===== config.mk =====
export PLATFORM = sky130hd
export DESIGN_NAME = timer8_waveform_modes
export DESIGN_NICKNAME = d
export VERILOG_FILES = /design/src/core/timer8_pkg.sv /design/src/core/timer8_prescaler.sv /design/src/core/timer8_waveform_modes.sv
export SDC_FILE = /design/constraint.sdc
export NUM_CORES = 1
export LEC_CHECK = 0
export BUFFER_PORTS_ARGS = -buffer_cell sky130_fd_sc_hd__clkbuf_2
export CORE_MARGIN = 1.5
export CORE_UTILIZATION = 40
export DETAILED_ROUTE_END_ITERATION = 8
export RECOVER_POWER = 100
export SETUP_SLACK_MARGIN = 0.05
export SYNTH_ARGS = -nofsm -noshare
export SYNTH_HDL_FRONTEND = slang
export SYNTH_SLANG_ARGS = --single-unit

===== constraint.sdc =====
create_clock -name core_clk -period 2.6 [get_ports core_clk]
set_input_delay 0.39 -clock core_clk [delete_from_list [all_inputs] [get_ports core_clk]]
set_output_delay 0.39 -clock core_clk [all_outputs]
set_load 0.03 [all_outputs]

===== src/core/timer8_pkg.sv =====
// ----------------------------------------------------------------------------
// Operation
// - Mode field: 0 normal, 1/5 phase PWM, 2 clear-on-match, 3/7 fast PWM
// - Compare update timing and overflow flag point depend on mode
// - Fast PWM raises overflow flag on every arrival at TOP
// - Normal mode only increments, wraps 0xff to 0x00, never match-cleared
// - Normal mode overflow flag sets when counter becomes zero; counting never clears it
// - Overflow flag clears when its interrupt is serviced
// - Normal mode accepts counter writes at any time
// - Clear-on-match mode clears counter when it equals compare A
// - No double buffering there: compare below count means wrap before next match
// - Clear-on-match sets compare A flag at TOP; flag requests interrupt if enabled
// - Clear-on-match with output mode 1 toggles output A on every match
// - Output A reaches pin only while pin direction is output
// - Toggle frequency is clock over 2*N*(1+compare A)
// - Clear-on-match sets overflow flag when counter goes from MAX to zero
// - Fast PWM output mode 2 non-inverted, 3 inverted
// - Fast PWM drives one level at match, opposite at TOP-to-BOTTOM roll
// - Non-PWM modes: output mode bits set, clear or toggle on match
// - Clock select zero stops the counter; software access still works
// - Software counter write beats any clear or count in same cycle
// ----------------------------------------------------------------------------
package timer8_pkg;

    // ------------------------------------------------------------------------
    // Register offsets
    // ------------------------------------------------------------------------
    localparam logic [2:0] ADDR_CONTROL = 3'h0;
    localparam logic [2:0] ADDR_COUNTER = 3'h1;
    localparam logic [2:0] ADDR_COMPARE = 3'h2;
    localparam logic [2:0] ADDR_FLAGS   = 3'h3;
    localparam logic [2:0] ADDR_ENABLE  = 3'h4;

    // ------------------------------------------------------------------------
    // Control field and flag bit positions
    // ------------------------------------------------------------------------
    localparam int MODE_LSB  = 0;
    localparam int CS_LSB    = 3;
    localparam int COM_LSB   = 6;
    localparam int DIR_BIT   = 8;
    localparam int FLAG_OVF  = 0;
    localparam int FLAG_CMPA = 1;

    // ------------------------------------------------------------------------
    // Values and reset values
    // ------------------------------------------------------------------------
    localparam logic [7:0] COUNT_MAX    = 8'hff;
    localparam logic [7:0] COUNT_BOTTOM = 8'h00;
    localparam logic [7:0] COUNT_RST    = 8'h00;
    localparam logic [7:0] COMPARE_RST  = 8'h00;
    localparam logic [2:0] CS_STOPPED   = 3'h0;
    localparam logic [10:0] PRESCALE_MAX = 11'h400;

    localparam logic [2:0] MODE_NORMAL  = 3'h0;
    localparam logic [2:0] MODE_PC_FF   = 3'h1;
    localparam logic [2:0] MODE_CTC     = 3'h2;
    localparam logic [2:0] MODE_FAST_FF = 3'h3;
    localparam logic [2:0] MODE_PC_CMP  = 3'h5;
    localparam logic [2:0] MODE_FAST_CM = 3'h7;

    localparam logic [1:0] COM_OFF    = 2'h0;
    localparam logic [1:0] COM_TOGGLE = 2'h1;
    localparam logic [1:0] COM_CLEAR  = 2'h2;
    localparam logic [1:0] COM_SET    = 2'h3;

    typedef struct packed {
        logic       dir_out;
        logic [1:0] compare_a_output_mode;
        logic [2:0] clock_select;
        logic [2:0] waveform_mode_sel;
    } control_t;

    typedef struct packed {
        logic       wr;
        logic       rd;
        logic [2:0] addr;
        logic [7:0] wdata;
    } bus_req_t;

endpackage : timer8_pkg


===== src/core/timer8_prescaler.sv =====
`timescale 1ns/100ps
// ----------------------------------------------------------------------------
// Timer clock enable from clock select: N = 1, 8, 32, 64, 128, 256, 1024
// ----------------------------------------------------------------------------
module timer8_prescaler (
    // Clock and reset
    input  wire logic       core_clk,
    input  wire logic       rst_n,
    // Selection and enable
    input  wire logic [2:0] clock_select,
    output logic            tick
);
    logic [9:0] div_reg;

    always_ff @(posedge core_clk) begin
        if (!rst_n || clock_select == timer8_pkg::CS_STOPPED) begin
            div_reg <= 10'h000;
        end else begin
            div_reg <= div_reg + 10'h001;
        end
    end

    always_comb begin
        case (clock_select)
            3'h1:    tick = 1'b1;
            3'h2:    tick = (div_reg[2:0] == 3'h7);
            3'h3:    tick = (div_reg[4:0] == 5'h1f);
            3'h4:    tick = (div_reg[5:0] == 6'h3f);
            3'h5:    tick = (div_reg[6:0] == 7'h7f);
            3'h6:    tick = (div_reg[7:0] == 8'hff);
            3'h7:    tick = (div_reg == 10'h3ff);
            default: tick = 1'b0;
        endcase
    end

endmodule : timer8_prescaler


===== src/core/timer8_waveform_modes.sv =====
// The address-and-strobe port and the register offsets were chosen for this implementation.
`timescale 1ns/100ps
module timer8_waveform_modes (
    // Clock and reset
    input  wire logic       core_clk,
    input  wire logic       rst_n,
    // Register port
    input  wire logic [2:0] addr,
    input  wire logic [7:0] wdata,
    input  wire logic       wr,
    input  wire logic       rd,
    output logic      [7:0] rdata,
    // Interrupt service acknowledges
    input  wire logic       ovf_serviced,
    input  wire logic       cmpa_serviced,
    // Interrupt requests
    output logic            ovf_irq,
    output logic            cmpa_irq,
    // Output pin
    output logic            compare_a_output,
    output logic            compare_a_output_oe
);
    // ------------------------------------------------------------------------
    // Mode decode
    // ------------------------------------------------------------------------
    typedef enum logic [3:0] {
        KIND_NORMAL = 4'b0001,
        KIND_CTC    = 4'b0010,
        KIND_FAST   = 4'b0100,
        KIND_PHASE  = 4'b1000
    } kind_t;

    timer8_pkg::control_t control_reg;
    logic [7:0]  counter_value_reg;
    logic [7:0]  compare_a_value_reg;
    logic [7:0]  compare_buf_reg;
    logic        overflow_flag_reg;
    logic        compare_a_flag_reg;
    logic [1:0]  irq_en_reg;
    logic        out_reg;
    logic        down_reg;
    logic [7:0]  rdata_reg;
    kind_t       kind;
    logic [7:0]  top_value;
    logic        tick;
    logic        cnt_wr;
    logic        at_top;
    logic        match;
    logic        ovf_event;
    logic        cmp_load;
    logic [7:0]  counter_next;
    logic        down_next;

    always_comb begin
        case (control_reg.waveform_mode_sel)
            timer8_pkg::MODE_PC_FF,
            timer8_pkg::MODE_PC_CMP:  kind = KIND_PHASE;
            timer8_pkg::MODE_CTC:     kind = KIND_CTC;
            timer8_pkg::MODE_FAST_FF,
            timer8_pkg::MODE_FAST_CM: kind = KIND_FAST;
            default:                  kind = KIND_NORMAL;
        endcase
    end

    // TOP from compare A in modes 2, 5, 7
    assign top_value = (control_reg.waveform_mode_sel == timer8_pkg::MODE_CTC ||
                        control_reg.waveform_mode_sel == timer8_pkg::MODE_PC_CMP ||
                        control_reg.waveform_mode_sel == timer8_pkg::MODE_FAST_CM)
                       ? compare_a_value_reg : timer8_pkg::COUNT_MAX;

    timer8_prescaler u_prescaler (
        .core_clk     (core_clk),
        .rst_n        (rst_n),
        .clock_select (control_reg.clock_select),
        .tick         (tick)
    );

    assign cnt_wr = wr && (addr == timer8_pkg::ADDR_COUNTER);
    assign at_top = (counter_value_reg == top_value);
    assign match  = (counter_value_reg == compare_a_value_reg);

    // ------------------------------------------------------------------------
    // Counter sequence
    // ------------------------------------------------------------------------
    always_comb begin
        counter_next = counter_value_reg;
        down_next    = down_reg;
        ovf_event    = 1'b0;
        cmp_load     = 1'b0;
        case (kind)
            KIND_CTC: begin
                if (at_top) begin
                    counter_next = timer8_pkg::COUNT_BOTTOM;
                end else begin
                    counter_next = counter_value_reg + 8'h01;
                end
                ovf_event = (counter_value_reg == timer8_pkg::COUNT_MAX);
            end
            KIND_FAST: begin
                if (at_top) begin
                    counter_next = timer8_pkg::COUNT_BOTTOM;
                    ovf_event    = 1'b1;
                end else begin
                    counter_next = counter_value_reg + 8'h01;
                end
                if (control_reg.waveform_mode_sel == timer8_pkg::MODE_FAST_CM) begin
                    cmp_load = (counter_next == timer8_pkg::COUNT_BOTTOM);
                end else begin
                    cmp_load = at_top;
                end
            end
            KIND_PHASE: begin
                if (!down_reg && at_top) begin
                    down_next = 1'b1;
                    cmp_load  = 1'b1;
                end else if (down_reg && counter_value_reg == timer8_pkg::COUNT_BOTTOM) begin
                    down_next = 1'b0;
                    ovf_event = 1'b1;
                end
                if (down_next) begin
                    counter_next = counter_value_reg - 8'h01;
                end else begin
                    counter_next = counter_value_reg + 8'h01;
                end
            end
            default: begin
                counter_next = counter_value_reg + 8'h01;
                ovf_event    = (counter_value_reg == timer8_pkg::COUNT_MAX);
            end
        endcase
    end

    always_ff @(posedge core_clk) begin
        if (!rst_n) begin
            counter_value_reg <= timer8_pkg::COUNT_RST;
            down_reg          <= 1'b0;
        end else if (cnt_wr) begin
            counter_value_reg <= wdata;
        end else if (tick) begin
            counter_value_reg <= counter_next;
            down_reg          <= down_next;
        end
    end

    // ------------------------------------------------------------------------
    // Registers
    // ------------------------------------------------------------------------
    always_ff @(posedge core_clk) begin
        if (!rst_n) begin
            control_reg <= '0;
            irq_en_reg  <= 2'h0;
        end else if (wr && addr == timer8_pkg::ADDR_CONTROL) begin
            control_reg <= {control_reg.dir_out, wdata};
        end else if (wr && addr == timer8_pkg::ADDR_ENABLE) begin
            irq_en_reg          <= wdata[1:0];
            // Pin direction is written through the enable byte but kept with the control bits
            control_reg.dir_out <= wdata[7];
        end
    end

    // Buffered in PWM modes; direct write in normal and clear-on-match
    always_ff @(posedge core_clk) begin
        if (!rst_n) begin
            compare_buf_reg     <= timer8_pkg::COMPARE_RST;
            compare_a_value_reg <= timer8_pkg::COMPARE_RST;
        end else begin
            if (wr && addr == timer8_pkg::ADDR_COMPARE) begin
                compare_buf_reg <= wdata;
            end
            if (wr && addr == timer8_pkg::ADDR_COMPARE &&
                (kind == KIND_NORMAL || kind == KIND_CTC)) begin
                compare_a_value_reg <= wdata;
            end else if (tick && cmp_load) begin
                compare_a_value_reg <= compare_buf_reg;
            end
        end
    end

    // ------------------------------------------------------------------------
    // Flags: hardware set wins over a clear in the same cycle
    // ------------------------------------------------------------------------
    logic flag_wr;
    assign flag_wr = wr && (addr == timer8_pkg::ADDR_FLAGS);

    always_ff @(posedge core_clk) begin
        if (!rst_n) begin
            overflow_flag_reg <= 1'b0;
        end else if (tick && ovf_event && !cnt_wr) begin
            overflow_flag_reg <= 1'b1;
        end else if (ovf_serviced || (flag_wr && wdata[timer8_pkg::FLAG_OVF])) begin
            overflow_flag_reg <= 1'b0;
        end
    end

    always_ff @(posedge core_clk) begin
        if (!rst_n) begin
            compare_a_flag_reg <= 1'b0;
        end else if (tick && match && !cnt_wr) begin
            compare_a_flag_reg <= 1'b1;
        end else if (cmpa_serviced || (flag_wr && wdata[timer8_pkg::FLAG_CMPA])) begin
            compare_a_flag_reg <= 1'b0;
        end
    end

    assign ovf_irq  = overflow_flag_reg && irq_en_reg[timer8_pkg::FLAG_OVF];
    assign cmpa_irq = compare_a_flag_reg && irq_en_reg[timer8_pkg::FLAG_CMPA];

    // ------------------------------------------------------------------------
    // Waveform output
    // ------------------------------------------------------------------------
    always_ff @(posedge core_clk) begin
        if (!rst_n) begin
            out_reg <= 1'b0;
        end else if (tick && !cnt_wr) begin
            case (kind)
                KIND_FAST: begin
                    if (control_reg.compare_a_output_mode[1]) begin
                        if (at_top) begin
                            out_reg <= ~control_reg.compare_a_output_mode[0];
                        end else if (match) begin
                            out_reg <= control_reg.compare_a_output_mode[0];
                        end
                    end else if (control_reg.compare_a_output_mode == timer8_pkg::COM_TOGGLE
                                 && match && control_reg.waveform_mode_sel[2]) begin
                        out_reg <= ~out_reg;
                    end
                end
                KIND_PHASE: begin
                    if (control_reg.compare_a_output_mode[1] && match) begin
                        out_reg <= control_reg.compare_a_output_mode[0] ^ down_reg;
                    end
                end
                default: begin
                    if (match) begin
                        case (control_reg.compare_a_output_mode)
                            timer8_pkg::COM_TOGGLE: out_reg <= ~out_reg;
                            timer8_pkg::COM_CLEAR:  out_reg <= 1'b0;
                            timer8_pkg::COM_SET:    out_reg <= 1'b1;
                            default:                out_reg <= out_reg;
                        endcase
                    end
                end
            endcase
        end
    end

    assign compare_a_output    = out_reg;
    assign compare_a_output_oe = control_reg.dir_out &&
                                 (control_reg.compare_a_output_mode != timer8_pkg::COM_OFF);

    // ------------------------------------------------------------------------
    // Read port
    // ------------------------------------------------------------------------
    always_ff @(posedge core_clk) begin
        if (!rst_n) begin
            rdata_reg <= 8'h00;
        end else if (rd) begin
            case (addr)
                timer8_pkg::ADDR_CONTROL: rdata_reg <= control_reg[7:0];
                timer8_pkg::ADDR_COUNTER: rdata_reg <= counter_value_reg;
                timer8_pkg::ADDR_COMPARE: rdata_reg <= compare_buf_reg;
                timer8_pkg::ADDR_FLAGS:   rdata_reg <= {6'h00, compare_a_flag_reg,
                                                        overflow_flag_reg};
                timer8_pkg::ADDR_ENABLE:  rdata_reg <= {control_reg.dir_out, 5'h00, irq_en_reg};
                default:                  rdata_reg <= 8'h00;
            endcase
        end else begin
            rdata_reg <= 8'h00;
        end
    end
    assign rdata = rdata_reg;

    // ------------------------------------------------------------------------
    // Checks
    // ------------------------------------------------------------------------
    property p_normal_wrap;
        @(posedge core_clk) disable iff (!rst_n)
        (kind == KIND_NORMAL && tick && !cnt_wr && counter_value_reg == 8'hff)
        |=> (counter_value_reg == 8'h00 && overflow_flag_reg);
    endproperty
    a_normal_wrap: assert property (p_normal_wrap) else $error("normal wrap wrong");

    property p_ctc_clear;
        @(posedge core_clk) disable iff (!rst_n)
        (kind == KIND_CTC && tick && !cnt_wr && match) |=> (counter_value_reg == 8'h00);
    endproperty
    a_ctc_clear: assert property (p_ctc_clear) else $error("ctc not cleared");

    property p_wr_prio;
        @(posedge core_clk) disable iff (!rst_n)
        cnt_wr |=> (counter_value_reg == $past(wdata));
    endproperty
    a_wr_prio: assert property (p_wr_prio) else $error("write lost");

    property p_stopped;
        @(posedge core_clk) disable iff (!rst_n)
        (control_reg.clock_select == 3'h0 && !cnt_wr) |=> $stable(counter_value_reg);
    endproperty
    a_stopped: assert property (p_stopped) else $error("counter moved");

    property p_ovf_sticky;
        @(posedge core_clk) disable iff (!rst_n)
        (overflow_flag_reg && !ovf_serviced && !flag_wr) |=> overflow_flag_reg;
    endproperty
    a_ovf_sticky: assert property (p_ovf_sticky) else $error("flag lost");

    property p_ctc_toggle;
        @(posedge core_clk) disable iff (!rst_n)
        (kind == KIND_CTC && tick && !cnt_wr && match &&
         control_reg.compare_a_output_mode == 2'h1) |=> (out_reg != $past(out_reg));
    endproperty
    a_ctc_toggle: assert property (p_ctc_toggle) else $error("no toggle");

    property p_fast_top;
        @(posedge core_clk) disable iff (!rst_n)
        (kind == KIND_FAST && tick && !cnt_wr && at_top) |=>
        (overflow_flag_reg && counter_value_reg == 8'h00);
    endproperty
    a_fast_top: assert property (p_fast_top) else $error("fast top wrong");

    property p_pin;
        @(posedge core_clk) disable iff (!rst_n)
        !control_reg.dir_out |-> !compare_a_output_oe;
    endproperty
    a_pin: assert property (p_pin) else $error("pin driven");

    // PWM modes may move compare A only at their update point
    property p_cmp_buffered;
        @(posedge core_clk) disable iff (!rst_n)
        ((kind == KIND_FAST || kind == KIND_PHASE) && !(tick && cmp_load))
        |=> $stable(compare_a_value_reg);
    endproperty
    a_cmp_buffered: assert property (p_cmp_buffered) else $error("compare early");

    c_ctc_wrap: cover property (@(posedge core_clk) kind == KIND_CTC && at_top && tick);
    c_fast_inv: cover property (@(posedge core_clk) kind == KIND_FAST &&
                                control_reg.compare_a_output_mode == 2'h3 && match);
    c_phase_bot: cover property (@(posedge core_clk) kind == KIND_PHASE && ovf_event && tick);

endmodule : timer8_waveform_modes


==> results of run 1 <==
==> what timing repair did <==
action                     CTS  global route
resized for setup            1             8
setup endpoints to repair    2            13
pin swaps                    0             4
setup buffers                0             3
==> area by class of cell <==
type | instances | area [um2] | area share [%]
Multi-Input combinational cell | 331 | 2070 | 51.5
Clock buffer | 11 | 151 | 3.77
Clock inverter | 3 | 65.1 | 1.62
Tap cell | 105 | 131 | 3.27
Sequential cell | 57 | 1140 | 28.5
Timing Repair Buffer | 65 | 414 | 10.3
Inverter | 11 | 41.3 | 1.03
==> placed cells by master (no fill, tap or decap), types with 4 or more instances in the layout <==
cell,count
sky130_fd_sc_hd__inv_1,11
sky130_fd_sc_hd__ha_1,5
sky130_fd_sc_hd__nand3_1,16
sky130_fd_sc_hd__nand2b_1,12
sky130_fd_sc_hd__o21ai_0,19
sky130_fd_sc_hd__dfxtp_1,54
sky130_fd_sc_hd__xor2_1,4
sky130_fd_sc_hd__a21oi_1,34
sky130_fd_sc_hd__a21o_1,5
sky130_fd_sc_hd__clkbuf_1,13
sky130_fd_sc_hd__o21a_1,5
sky130_fd_sc_hd__clkbuf_2,15
sky130_fd_sc_hd__nor3_1,7
sky130_fd_sc_hd__buf_4,36
sky130_fd_sc_hd__and3_1,7
sky130_fd_sc_hd__a21boi_0,18
sky130_fd_sc_hd__clkbuf_8,11
sky130_fd_sc_hd__xnor2_1,4
sky130_fd_sc_hd__and2_1,5
sky130_fd_sc_hd__nor2_1,40
sky130_fd_sc_hd__nor2b_1,14
sky130_fd_sc_hd__mux2i_1,17
sky130_fd_sc_hd__a31oi_1,5
sky130_fd_sc_hd__nand2_1,55
==> layer usage <==
metal  share of wire, %  vias to the layer above  global-route usage (%)
met2                 48                      118                    39.6
li1                   -                     1626                       -
met1                 43                     1593                    31.6
met3                6.3                       19                    4.75
met5                  0                        -                       0
met4                2.4                        0                    10.6
==> cells by family after synthesis <==
logic type / Yosys count / synth area share (%)
simple gates: 173 / 25.0
compound gates: 126 / 25.6
flops: 57 / 34.0
buf+inv: 40 / 5.03
mux: 19 / 6.41
xor+xnor: 8 / 2.09
fa+ha+maj: 5 / 1.86
==> per-stage QoR <==
step,utilization (%),cells,power [uW],area (um2),hold WS (ns)
after detailed placement,46.1,566,1160,3770,0.459
after global placement,46.1,566,1160,3770,0.441
after global routing,49.1,583,2170,4020,0.358
after floorplan,-,428,1070,3360,0.430
after CTS,48.8,580,2100,3990,0.321
final,49.1,583,2100,4020,0.327
==> critical path: stages, from the launching register on <==
cell,delay (ns)
sky130_fd_sc_hd__dfxtp_1,0.33
sky130_fd_sc_hd__buf_4,0.16
sky130_fd_sc_hd__ha_1,0.23
sky130_fd_sc_hd__and3_1,0.24
sky130_fd_sc_hd__nor2b_1,0.12
sky130_fd_sc_hd__a21oi_1,0.08
sky130_fd_sc_hd__o32a_1,0.32
sky130_fd_sc_hd__nor4_2,0.17
sky130_fd_sc_hd__o21ai_0,0.19
sky130_fd_sc_hd__buf_12,0.20
sky130_fd_sc_hd__mux2i_1,0.16
sky130_fd_sc_hd__a21oi_1,0.09
==> path summary, 6_finish.rpt <==
path / endpoint / from / cells after the start
max: compare_a_value_reg[6] / counter_value_reg[0] / 11
min reg2reg: u_prescaler.div_reg[0] / u_prescaler.div_reg[0] / 1
max reg2reg: compare_a_value_reg[6] / counter_value_reg[0] / 11
min: rdata[1] / rd / 3
==> report_power, final <==
group,total [uW],switching [uW],internal [uW]
Clock,949,369,580
Sequential,912,21.0,891
Combinational,239,141,97.8
==> metrics.md, run 1 <==
| Metric | Value |
|---|---|
| Cell chosen for the clock root | sky130_fd_sc_hd__clkbuf_8 |
| Count of fill cells added during filler insertion | 809 |
| Routed WL | ~10000 um |
| Number of maximum-capacitance constraint violations | 0 |
| Post-synthesis instance area | 0.00336 mm2 |
| # diodes | 0 |
| FF+latch count, synth | 57 |
| Power Dens Cells | 523 mW/mm2 |
| Initial antenna violation count | 0 |
| Crit path arrival time | 2.65 ns |
| Flop-to-flop setup slack | 0.16 ns |
| Max Transition Viols Final | 0 |
| Count of TritonRoute iterations in the first routing pass | 5 |
| DP Worst Slack | 0.0557 ns |
| GRT Overall Usage | 24.5% |
| Worst skew pair latency | 0.35 ns |
| H-tree depth | 3 |
| Clock tree from TritonCTS | yes |
| Mean routed wirelength per cell | 17.5 um |
| Library cells used by synthesis | 60 |
| CP max FO | 8 |
| Leading cell types by total area after synthesis | sky130_fd_sc_hd__dfxtp_1 (34%), sky130_fd_sc_hd__nand2_1 (6.2%), sky130_fd_sc_hd__a21oi_1 (5.2%) |
| Total global routing overflow | 0 |
| # IOs | 29 |
| Post-synth top cells | sky130_fd_sc_hd__dfxtp_1 (57), sky130_fd_sc_hd__nand2_1 (55), sky130_fd_sc_hd__nor2_1 (40), sky130_fd_sc_hd__a21oi_1 (35), sky130_fd_sc_hd__clkbuf_1 (22) |
| Most repeated cell in the gate-level netlist after synthesis | sky130_fd_sc_hd__dfxtp_1 |
| Final critical path time including I/O delays and setup | 2.44 ns |
| Die Height | 94.6 um |
| First-pass GRT wire length | 16600 um |
| Required time at the worst-slack endpoint | 2.81 ns |
| Worst setup path category | register to register |
| Vias post-DR | 3356 |
| Starting Density | approximately 41% |
| Maximum number of pins on one net before global-route repair | 28 |
| RSZ-0062 raised after global routing | true |
| Worst clock skew on the final layout | between 0.006 and 0.007 ns |
| Min-Delay Path Class | primary input to register |
| Core Rows | 33 |
| Flip-flop count of the largest register after layout | 10 |
| Maximum vdd drop | 0.000313 V |
| Fraction of post-synthesis cell area in the top cell type by area | around a third |
| Core region area | around 0.008 mm2 |
| Startpoint type of the worst setup path | register |
| Crit path setup slack, layout | 0.161 ns |
| Post-synthesis cell count | ~430 |
| Area enclosed by the die boundary | slightly below 0.009 mm2 |
| Proportion of synthesized chip area in sequential cells | between 30% and 40% |
| Share of final-layout standard cells stronger than drive strength 1 | 17.4% |
| Maximum clock frequency | 410 MHz |
| Fin. Hold Viols | 0 |
| Count of endpoints failing setup in the final report | 0 |
| Area growth from synthesis to layout | 19.7% |
| Element type at the critical path end | register |
| Number of warning messages in the yosys log | 0 |
| TritonCTS Buffers | 9 |
| Routability-driven placement congestion ratio | 0.935 |
| Buffers from clock root to sink, at most | 2 |
| Actual transition at the worst max-transition pin | approximately 1.2 ns |
| Synth Flop Type | sky130_fd_sc_hd__dfxtp_1 |
| Synthesized area per cell | approximately 7.8 um2 |
| Cell type with the highest aggregate area in the netlist | sky130_fd_sc_hd__dfxtp_1 |
| Post-Syn Nets | 450 |
| IO Port Bufs | 28 |
| Worst slew margin | 22.6% |
| Final-stage net count | a little under 500 |
| Clock slew seen by the registers of the worst setup and hold paths | 0.07 ns |
| Number of hold-repair buffers added at the cts stage | 0 |
| Number of flops mapped to enable cells by yosys | 0 |
| Detailed-route DRC error count | 0 |
| Period Utilization, post-route | 93.8% |
| Initial drt markers | between 200 and 300 |
| Remaining antenna violation count after routing | 0 |
| Synth async-reset ratio | 0% |
| Number of sinks on the clock net | 57 |
| Outcome | completed |
| Post-detailed-placement half-perimeter wirelength | about 7400 um |
| Via density per instance | 5.76 |
| Post-route setup TNS | 0 ns |
| Die span in x | 94.6 um |
| Via count of the first global-routing pass | between 3000 and 4000 |
| Leak Pwr | 0.00156 uW |
Power figures use the tool's default switching activity.
==> run 2: changes to the inputs <==
--- a/config.mk
+++ b/config.mk
@@ -9,7 +9,7 @@
 export CORE_MARGIN = 1.5
 export CORE_UTILIZATION = 40
 export DETAILED_ROUTE_END_ITERATION = 8
-export RECOVER_POWER = 100
+export RECOVER_POWER = 50
 export SETUP_SLACK_MARGIN = 0.05
 export SYNTH_ARGS = -nofsm -noshare
 export SYNTH_HDL_FRONTEND = slang
==> run 2 against run 1 <==
Compared with the run above: combinational power barely moved; critical path depth fell by 2; die area did not move; worst setup slack improved by 0.011 ns; non-clock buffer count did not move; critical endpoint is now compare_a_output; critical path type unchanged; fmax rose by 0.46%; via count rose by 0.39%.
==> metrics.md, run 2 (synthesized netlist as in run 1, its figures left out) <==
| Metric | Value |
|---|---|
| DP Worst Slack | 0.0557 ns (unchanged) |
| Starting Density | 41.0% (unchanged) |
| Number of maximum-capacitance constraint violations | 0 (unchanged) |
| # diodes | 0 (unchanged) |
| Hold slack | 0.329 ns (was 0.327 ns) |
| IO Port Bufs | 28 (unchanged) |
| Actual transition at the worst max-transition pin | 1.15 ns (about the same) |
| Area enclosed by the die boundary | 0.00895 mm2 (unchanged) |
| RSZ-0062 raised after global routing | true (unchanged) |
| Initial antenna violation count | 0 (unchanged) |
| Core region area | 0.00818 mm2 (unchanged) |
| Number of placed instances, taps included | 566 (unchanged) |
| Crit path arrival time | 2.67 ns (was 2.65 ns) |
| Crit path setup slack, layout | 0.172 ns (was 0.161 ns) |
| Worst setup path category | register to register (unchanged) |
| Final critical path time including I/O delays and setup | 2.43 ns (was 2.44 ns) |
| Clock slew seen by the registers of the worst setup and hold paths | 0.07 ns (about the same) |
| Period Utilization, post-route | 93.4% (was 93.8%) |
| Clock tree from TritonCTS | yes (unchanged) |
| TritonCTS Buffers | 9 (unchanged) |
| Worst setup startpoint | counter_value_reg[3] (was counter_value_reg[0]) |
| Outcome | completed (unchanged) |
| Maximum number of pins on one net before global-route repair | 28 (unchanged) |
| Maximum clock frequency | 412 MHz (was 410 MHz) |
| Number of sinks on the clock net | 57 (unchanged) |
| Number of hold-repair buffers added at the cts stage | 0 (unchanged) |
| Final std cells w/o fill | 583 (unchanged) |
| Share of final-layout standard cells stronger than drive strength 1 | 17.8% (was 17.4%) |
| Count of fill cells added during filler insertion | 810 (was 809) |
| Required time at the worst-slack endpoint | 2.84 ns (was 2.81 ns) |
| H-tree depth | 3 (unchanged) |
| Count of endpoints failing setup in the final report | 0 (unchanged) |
| Total global routing overflow | 0 (unchanged) |
| First-pass GRT wire length | 16600 um (unchanged) |
| Register area | 0.00114 mm2 (unchanged) |
| Global-route met3 utilization | 4.75% (unchanged) |
| Most common cell after layout, fill and taps aside | sky130_fd_sc_hd__nand2_1 (unchanged) |
| GR peak layer | met2 (unchanged) |
| Max Transition Viols Final | 0 (unchanged) |
| Element type at the critical path end | register (unchanged) |
| # IOs | 29 (unchanged) |
| Beginning of the worst register-to-register path | counter_value_reg[3] (was counter_value_reg[0]) |
| Power Dens Cells | 522 mW/mm2 (was 523 mW/mm2) |
| GRT Overall Usage | 24.5% (unchanged) |
| Worst skew pair latency | 0.34 ns (was 0.35 ns) |
| Final design instance area without fill | 0.00402 mm2 (about the same) |
| Cell area after placement | 0.00377 mm2 (unchanged) |
| Routability-driven placement congestion ratio | 0.935 (unchanged) |
| Post-detailed-placement half-perimeter wirelength | 7430 um (unchanged) |
| Buffers from clock root to sink, at most | 2 (unchanged) |
| Worst slew margin | 22.5% (was 22.6%) |
| M1 GR Usage | 31.6% (unchanged) |
| Flip-flop count of the largest register after layout | 10 (unchanged) |
| Most frequent cells in the layout | sky130_fd_sc_hd__nand2_1 (55), sky130_fd_sc_hd__dfxtp_1 (54), sky130_fd_sc_hd__nor2_1 (40) (unchanged) |
| Maximum vdd drop | 0.000312 V (was 0.000313 V) |
| Remaining antenna violation count after routing | 0 (unchanged) |
| Min-Delay Path Class | primary input to register (unchanged) |
| Startpoint of the most critical hold path | rd (unchanged) |
| Final-stage net count | 497 (unchanged) |
| Cell chosen for the clock root | sky130_fd_sc_hd__clkbuf_8 (unchanged) |
| Via count of the first global-routing pass | 3151 (unchanged) |
| Via density per instance | 5.78 (was 5.76) |
| Worst clock skew on the final layout | 0.00589 ns (was 0.00683 ns) |
| Leak Pwr | 0.00156 uW (about the same) |
| Area growth from synthesis to layout | 19.9% (was 19.7%) |
| Startpoint type of the worst setup path | register (unchanged) |
| Core Rows | 33 (unchanged) |
| Total area of multi-input combinational cells | 0.00207 mm2 (about the same) |
| Detailed-route DRC error count | 0 (unchanged) |
| Routed WL | 10200 um (about the same) |
| Die span in x | 94.6 um (unchanged) |
| Die Height | 94.6 um (unchanged) |
| CP max FO | 7 (was 8) |
| Grt met2 use | 39.6% (unchanged) |
| Initial drt markers | 272 (was 275) |
| Vias post-DR | 3369 (was 3356) |
| Count of TritonRoute iterations in the first routing pass | 4 (was 5) |
| Fin. Hold Viols | 0 (unchanged) |
| Post-route setup TNS | 0 ns (unchanged) |
| Mean routed wirelength per cell | 17.5 um (about the same) |
## run 2: path summary, 6_finish.rpt
| path | to | slack, ns | cells after the start |
|---|---|---|---|
| worst min register to register | u_prescaler.div_reg[0] | 0.46 | 1 |
| worst max-delay path | compare_a_output | 0.17 | 9 |
| worst min-delay path | rdata[1] | 0.33 | 3 |
| worst max register to register | compare_a_output | 0.17 | 9 |
## run 2: through the flow
stage | utilization [%] | power [uW]
floorplan | - | 1070
global placement | 46.1 | 1160
detailed placement | 46.1 | 1160
CTS | 48.8 | 2100
global route | 49.2 | 2170
finish | 49.2 | 2100
## run 2: cell type report
| cell class | count | share of cell area, % |
|---|---|---|
| clock buffer | 11 | 3.76 |
| clock inverter | 3 | 1.62 |
| inverter | 11 | 1.03 |
| multi-input combinational | 331 | 51.5 |
| sequential | 57 | 28.5 |
| tap | 105 | 3.27 |
| timing repair buffer | 65 | 10.3 |
## run 2: what timing repair did
item | 4_1_cts | 5_1_grt
pin swaps | 0 | 4
setup endpoints to repair | 2 | 13
gates resized for setup | 1 | 8
buffers inserted | 0 | 3
## run 2: worst max-delay path: stages, from the launching register on
cell                       delay (ns)
sky130_fd_sc_hd__dfxtp_2         0.36
sky130_fd_sc_hd__nor2b_1         0.14
sky130_fd_sc_hd__a2111o_1        0.42
sky130_fd_sc_hd__nor4_2          0.36
sky130_fd_sc_hd__buf_4           0.19
sky130_fd_sc_hd__a32o_1          0.16
sky130_fd_sc_hd__a22oi_1         0.09
sky130_fd_sc_hd__nor4_2          0.31
sky130_fd_sc_hd__o311ai_1        0.15
sky130_fd_sc_hd__o211a_1         0.15
## run 2: per-layer routing
metal	vias up	share of wire [%]
li1	1628	-
met1	1601	44
met2	121	47
met3	19	5.9
met4	0	2.4
met5	-	0
## run 2: where the power goes
group,switching (uW),leakage (uW),total (uW),internal [uW]
Sequential,20.9,0.000462,912,891
Combinational,142,0.000988,240,97.9
Clock,367,0.000111,946,580
